### src/core/analog_multiplex_register_pkg.sv
// Package for the analog multiplex control block: register map, fields, reset values.
// Assumes a 32-bit Avalon-MM slave with word-aligned registers.
package analog_multiplex_register_pkg;

  // ==========================================================================
  // Register offsets (byte addresses)
  localparam logic [3:0] MUX_REG_OFF    = 4'h0;
  localparam logic [3:0] STATUS_REG_OFF = 4'h4;
  localparam logic [3:0] MASK_REG_OFF   = 4'h8;
  localparam logic [3:0] CTRL_REG_OFF   = 4'hC;

  // ==========================================================================
  // Multiplex register fields
  localparam int MUX_SEL_LSB    = 0;
  localparam int REF_SEL_BIT    = 4;
  localparam int SWAP_BIT       = 5;
  localparam int HALVED_BIT     = 6;
  localparam int DIRECT_BIT     = 7;
  localparam logic [7:0] MUX_RESET = 8'h80;

  // Status / mask / control fields
  localparam int FLAG1_BIT      = 0;
  localparam int FLAG2_BIT      = 1;
  localparam int OFFSET_OPT_BIT = 0;
  localparam int HOLD_OFF_BIT   = 1;

  // ==========================================================================
  // Comparator 2 negative-input source
  typedef enum logic [1:0] {SRC_HOLD, SRC_HALVED, SRC_DIRECT, SRC_DIODE} sample_src_e;

  typedef struct packed {
    logic       direct_sample_select;
    logic       halved_sample_select;
    logic       comparator_swap;
    logic       supply_ref_select;
    logic [3:0] channel_pin_select;
  } mux_reg_s;

  typedef struct packed {
    logic [3:0] pin_connect;
    logic       supply_connect;
    logic       ground_connect;
  } bus_route_s;

endpackage : analog_multiplex_register_pkg

### src/core/analog_input_mux_control.sv
// Analog multiplex register with channel bus and sample source decode.
// Assumes comparator levels arrive asynchronously from the analog front end.
//
// Contract
// Both sample-select bits clear: capacitor isolated from bus, held on comparator 2.
// Hold case applies ground offset only when offset option and hold-offset both set.
// Halved select alone routes channel bus halved to capacitor and comparator 2.
// Direct select alone routes channel bus unscaled to capacitor and comparator 2.
// Both sample-select bits set connect the temperature diode to the capacitor.
// Software clears sample-select bits before changing channel bits in a later write.
// Swap bit exchanges comparator inputs and inverts outputs; zero means no swap.
// Each flag rises only when positive pin exceeds negative pin, regardless of swap.
// Toggling the swap bit may set either comparator flag spuriously.
// Software avoids swap changes while waiting and then clears both flags.
// Reset clears the swap bit and the supply-reference select bit.
// Supply rail joins channel bus only with reference bit set, all channels clear.
// Each channel bit independently connects its own pin; any combination allowed.
// Reference bit and all channel bits clear connect bus to internal analog ground; bus_route connects nothing until the first clock after reset.
// Any channel bit set disconnects supply and ground; unselected sources float.
// Reset sets direct select, clears halved select and all channel bits.
// Hold-offset bit acts only when the offset option bit enables it.
// All multiplex bits live together in one 8-bit read/write register.
// Multiplex register reads back last written value except after reset.
//
// The address map and the Avalon-MM slave port were left to the implementer.
`timescale 1ns/100ps
module analog_input_mux_control
  import analog_multiplex_register_pkg::*;
(
  input  wire logic        clk,
  input  wire logic        reset_n,
  input  wire logic [3:0]  avs_address,
  input  wire logic        avs_read,
  input  wire logic        avs_write,
  input  wire logic [31:0] avs_writedata,
  input  wire logic [3:0]  avs_byteenable,
  output logic [31:0]      avs_readdata,
  output logic             avs_waitrequest,
  input  wire logic        comp1_raw,
  input  wire logic        comp2_raw,
  output bus_route_s       bus_route,
  output sample_src_e      sample_source,
  output logic             hold_ground_offset_on,
  output logic             comparator_inputs_swapped,
  output logic             comparator1_flag,
  output logic             comparator2_flag,
  output logic             irq
);

  // ==========================================================================
  // Decode helpers
  function automatic sample_src_e decode_src(input mux_reg_s r);
    case ({r.direct_sample_select, r.halved_sample_select})
      2'b00:   decode_src = SRC_HOLD;
      2'b01:   decode_src = SRC_HALVED;
      2'b10:   decode_src = SRC_DIRECT;
      default: decode_src = SRC_DIODE;
    endcase
  endfunction : decode_src

  function automatic bus_route_s decode_bus(input mux_reg_s r);
    decode_bus.pin_connect    = r.channel_pin_select;
    decode_bus.supply_connect = r.supply_ref_select && (r.channel_pin_select == 4'h0);
    decode_bus.ground_connect = !r.supply_ref_select && (r.channel_pin_select == 4'h0);
  endfunction : decode_bus

  // ==========================================================================
  // Register state
  mux_reg_s    mux_q,   mux_d;
  logic [1:0]  ctrl_q,  ctrl_d;
  logic [1:0]  stat_q,  stat_d;
  logic [1:0]  mask_q,  mask_d;
  logic [31:0] rdata_q, rdata_d;
  logic        wait_q,  wait_d;
  logic [1:0]  c_meta_q, c_sync_q, c_prev_q;
  bus_route_s  route_q;
  sample_src_e src_q;
  logic        offset_q, swap_q, f1_q, f2_q, irq_q;

  logic        acc;
  logic        wr_hit;
  logic [7:0]  wbyte;
  logic [1:0]  rise;
  logic [31:0] rd_mux;

  // Zero wait on the first access cycle would be fine, but one cycle keeps readdata registered
  // A request is taken at the edge where waitrequest already stands low
  assign acc    = (avs_read || avs_write) && !wait_q;
  assign wr_hit = avs_write && !wait_q && avs_byteenable[0];
  assign wbyte  = avs_writedata[7:0];
  // Flags follow pin polarity only: the swap is undone inside the comparator itself
  assign rise   = c_sync_q & ~c_prev_q;

  // ==========================================================================
  // Next-state logic
  always_comb
  begin
    mux_d   = mux_q;
    ctrl_d  = ctrl_q;
    mask_d  = mask_q;
    stat_d  = stat_q;
    wait_d  = !acc && (avs_read || avs_write) ? 1'b0 : 1'b1;
    rd_mux  = 32'h0000_0000;
    case (avs_address)
      MUX_REG_OFF:    rd_mux = {24'h00_0000, mux_q};
      STATUS_REG_OFF: rd_mux = {30'h0000_0000, stat_q};
      MASK_REG_OFF:   rd_mux = {30'h0000_0000, mask_q};
      CTRL_REG_OFF:   rd_mux = {30'h0000_0000, ctrl_q};
      default:        rd_mux = 32'h0000_0000;
    endcase
    rdata_d = (avs_read && !acc) ? rd_mux : rdata_q;
    if (wr_hit)
    begin
      case (avs_address)
        MUX_REG_OFF:    mux_d  = mux_reg_s'(wbyte);
        STATUS_REG_OFF: stat_d = stat_q & ~wbyte[1:0];
        MASK_REG_OFF:   mask_d = wbyte[1:0];
        CTRL_REG_OFF:   ctrl_d = wbyte[1:0];
        default:        ;
      endcase
    end
    // Set wins over a simultaneous clear; a swap toggle may set flags too
    stat_d = stat_d | rise;
  end

  // ==========================================================================
  // Registers
  always_ff @(posedge clk or negedge reset_n)
  begin
    if (!reset_n)
    begin
      mux_q    <= mux_reg_s'(MUX_RESET);
      ctrl_q   <= 2'b00;
      stat_q   <= 2'b00;
      mask_q   <= 2'b00;
      rdata_q  <= 32'h0000_0000;
      wait_q   <= 1'b1;
      c_meta_q <= 2'b00;
      c_sync_q <= 2'b00;
      c_prev_q <= 2'b00;
      route_q  <= '0;
      src_q    <= SRC_DIRECT;
      offset_q <= 1'b0;
      swap_q   <= 1'b0;
      f1_q     <= 1'b0;
      f2_q     <= 1'b0;
      irq_q    <= 1'b0;
    end
    else
    begin
      mux_q    <= mux_d;
      ctrl_q   <= ctrl_d;
      stat_q   <= stat_d;
      mask_q   <= mask_d;
      rdata_q  <= rdata_d;
      wait_q   <= wait_d;
      c_meta_q <= {comp2_raw, comp1_raw};
      c_sync_q <= c_meta_q;
      c_prev_q <= c_sync_q;
      route_q  <= decode_bus(mux_q);
      src_q    <= decode_src(mux_q);
      // Offset only in hold, and only when the option enables it
      offset_q <= (decode_src(mux_q) == SRC_HOLD) && ctrl_q[OFFSET_OPT_BIT] && ctrl_q[HOLD_OFF_BIT];
      swap_q   <= mux_q.comparator_swap;
      f1_q     <= stat_q[FLAG1_BIT];
      f2_q     <= stat_q[FLAG2_BIT];
      irq_q    <= |(stat_q & mask_q);
    end
  end

  assign avs_readdata              = rdata_q;
  assign avs_waitrequest           = wait_q;
  assign bus_route                 = route_q;
  assign sample_source             = src_q;
  assign hold_ground_offset_on     = offset_q;
  assign comparator_inputs_swapped = swap_q;
  assign comparator1_flag          = f1_q;
  assign comparator2_flag          = f2_q;
  assign irq                       = irq_q;

endmodule : analog_input_mux_control

### config.mk
export PLATFORM = sky130hd
export DESIGN_NAME = analog_input_mux_control
export DESIGN_NICKNAME = d
export VERILOG_FILES = /design/src/core/analog_multiplex_register_pkg.sv /design/src/core/analog_input_mux_control.sv
export SDC_FILE = /design/constraint.sdc
export NUM_CORES = 1
export LEC_CHECK = 0
export ABC_CLOCK_PERIOD_IN_PS = 1500
export BUFFER_PORTS_ARGS = -buffer_cell sky130_fd_sc_hd__buf_2
export CORE_MARGIN = 2
export CORE_UTILIZATION = 44
export CTS_CLUSTER_DIAMETER = 120
export CTS_CLUSTER_SIZE = 28
export DETAILED_ROUTE_END_ITERATION = 6
export PLACE_DENSITY = 0.79
export RECOVER_POWER = 25
export SLEW_MARGIN = 20
export SYNTH_ARGS = -nofsm -noshare
export SYNTH_HDL_FRONTEND = slang
export SYNTH_SLANG_ARGS = --single-unit
### constraint.sdc
create_clock -name clk -period 1.5 [get_ports clk]
set_input_delay 0.15 -clock clk [delete_from_list [all_inputs] [get_ports clk]]
set_output_delay 0.15 -clock clk [all_outputs]
set_load 0.005 [all_outputs]
==> results.json <==
{
  "status": "completed",
  "ys_seq_area_frac": 0.6065,
  "num_vias": 1035,
  "rsz0062_at_grt": "no",
  "antenna_cells": 0,
  "clk_pin_slew_ns": 0.07,
  "cts_buffers": 5,
  "drc": 0,
  "crit_required_ns": 1.67,
  "switching_share": 0.2286,
  "crit_fanout": 8,
  "syn_inst": 126,
  "grtUsageTotal": 0.1439,
  "fin_setup_tns_ns": 0,
  "final_cells": 223,
  "initial_utilization": 0.4646,
  "max_freq_ghz": 0.6938,
  "grt_pass1_wl_um": 4533,
  "placementRows": 22,
  "min-delay-start": "avs_read",
  "io_buffers": 40,
  "irDropWorstVdd_mv": 0.4035,
  "fin_crit_sh": 0.9610,
  "ys.flop_type": "dfrtp_1",
  "power_frac_clock": 0.291,
  "power.switching_mw": 0.5138,
  "cap_viol_max_count": 0,
  "core_region_area_sq_mm": 0.003744,
  "path_cells": "and3b_1, and2_4, mux2_4",
  "critPathBufInv": 0,
  "yosysTopAreaCell": "dfrtp_1",
  "post-route-cell-area_sq_mm": 0.002003,
  "drt-vias-per-instance": 4.641,
  "place_area_sq_mm": 0.001909,
  "cts_tree": "yes",
  "layout.nets": 220,
  "antenna_found_initial": 0,
  "whs_ns": 0.02915,
  "yosysWarnings": 0,
  "slew_viol_final": 0,
  "gr-total-overflow": 0,
  "post-route-min-period_ns": 1.441,
  "place.gp.congestion": 0.8357,
  "setup_violations": 0,
  "die_w_um": 66.87,
  "design.die.area_sq_mm": 0.004472,
  "wl_per_cell_um": 12.52,
  "root_buffer": "clkbuf_8",
  "p_int_mw": 1.734,
  "ios": 92,
  "dp_hpwl_um": 2105,
  "drtPass1Iterations": 4,
  "power_density_mw_per_mm2": 1122,
  "cts_resized": 0,
  "dp_cells": 212,
  "async_flop_share": 1.000,
  "area_delta_synth_final_pct": 15.18,
  "clkLatencyLatePin_ns": 0.28,
  "slew_headroom": 0.4338,
  "synth_area_leaders": "dfrtp_1, buf_4, mux2_4",
  "ys_types": 28,
  "pwr-share-seq": 0.585,
  "crit_start": "avs_waitrequest$_DFF_PN1_",
  "syn_area_sq_mm": 0.001739,
  "r2r-start": "avs_waitrequest$_DFF_PN1_",
  "slowest_delay_ns": 0.54,
  "synth_edf_count": 0,
  "drtIter0Drc": 39,
  "drt-total-wl_um": 2792,
  "post_cts_buffers": 0,
  "hold_violations": 0,
  "cp-end-kind": "flip-flop",
  "drive_gt1_frac": 0.3600,
  "yosysTopAreaCellShare": 0.5612,
  "holdBufCountCts": 3,
  "clock-skew-final_ns": 0.004145,
  "cts_buffer_depth": 2,
  "worstMarginPinSlew_ns": 0.8493,
  "arrival_ns": 1.61,
  "hold_class": "in -> reg",
  "grt_max_degree": 42,
  "clock-sinks": 42,
  "grt_pass1_vias": 975,
  "p_leak_nw": 1.024,
  "syn_area_per_cell_sq_um": 13.80,
  "critPathLaunchType": "flip-flop",
  "htree_levels": 2,
  "combinationalPowerShare": 0.124,
  "route.antenna.remaining_nets": 0,
  "slowest_stage": "dfstp_2",
  "yosys_register_bits": 42,
  "path_delay_family": "flip-flops",
  "worstSetupPathType": "reg -> reg",
  "die_h_um": 66.87
}
==> per-stage QoR <==
stage                     utilization  power [mW]  worst slack [ns]
final                          0.5351       2.247           0.05857
after global routing           0.5351       2.383           0.01286
after CTS                      0.5394       2.288           0.05876
after detailed placement       0.5100       1.619           0.06986
after global placement         0.5100       1.607           0.08610
after floorplan                     -       1.511           0.07433
==> sequential cells by signal (all words and copies together), names as in the netlist <==
signal and count:
c_sync_q 2, irq 1, avs_waitrequest 1, avs_readdata 8, mux_q 8, mask_q 2
bus_route 6, hold_ground_offset_on 1, ctrl_q 2, stat_q 2, sample_source 2, comparator_inputs_swapped 1
comparator1_flag 1, c_prev_q 2, comparator2_flag 1, c_meta_q 2
==> area by class of cell <==
cell class                 count  area (sq um)
fill                         354          1740
sequential                    42          1055
multi-input combinational     77         551.8
timing repair buffer          46         249.0
clock buffer                   8         80.08
tap                           48         60.06
inverter                       2         7.507
==> layout by cell type, fill, tap and decap left out, drive strengths merged <==
cell / n
dfrtp: 39
dfstp: 3
nand4b: 1
nand3: 2
mux2: 12
dlygate4sd3: 3
nor2b: 1
clkbuf: 9
nor4: 2
nor4bb: 1
a22o: 5
nand2: 13
and3b: 1
nor2: 1
and2: 2
nand4: 1
mux4: 2
nor4b: 1
inv: 2
nor3: 1
o21ai: 7
conb: 24
buf: 42
==> power by group through the flow <==
| stage | clock (mW) | combinational (mW) | sequential, mW |
|---|---|---|---|
| 2_1_floorplan | 0 | 0.183 | 1.33 |
| 3_3_place_gp | 0 | 0.275 | 1.33 |
| 3_5_place_dp | 0 | 0.282 | 1.34 |
| 4_1_cts | 0.683 | 0.289 | 1.32 |
| 5_1_grt | 0.741 | 0.313 | 1.33 |
| 6_report | 0.655 | 0.279 | 1.31 |
==> cell usage after synthesis, drive strengths merged, types with 2 or more instances <==
cell and n:
dfrtp 39, buf 25, nand2 13, mux2 12
o21ai 7, a22o 5, clkbuf 3, dfstp 3
and2 2, inv 2, mux4 2, nand3 2
nor4 2
==> layer usage <==
metal,part of all wire,wire length [um],track usage,up-vias
met1,0.41,1156,0.1719,501
met3,0.071,199,0.03547,5
met5,0,0,0,-
met4,0.025,69,0.09439,0
li1,-,-,-,475
met2,0.49,1366,0.2300,54
==> logic make-up after synthesis <==
| family | Yosys count | share of synthesized area |
|---|---|---|
| compound gates | 12 | 0.04532 |
| simple gates | 27 | 0.09497 |
| buf+inv | 30 | 0.1259 |
| mux | 14 | 0.1252 |
| other cells | 1 | 0.002156 |
| flops | 42 | 0.6065 |
==> path summary, 6_finish.rpt <==
| path | to | slack (ns) | cells past startpoint |
|---|---|---|---|
| min in group asynchronous | avs_waitrequest$_DFF_PN1_ | 0.35 | 2 |
| max in group asynchronous | avs_readdata[7]$_DFFE_PN0P_ | 0.32 | 3 |
| setup / recovery | mux_q[4]$_DFFE_PN0P_ | 0.06 | 3 |
| setup reg to reg | mux_q[4]$_DFFE_PN0P_ | 0.06 | 3 |
| hold / removal | avs_waitrequest$_DFF_PN1_ | 0.03 | 2 |
| hold reg to reg | c_sync_q[0]$_DFF_PN0_ | 0.35 | 0 |
(Power assumes the default switching activity.)
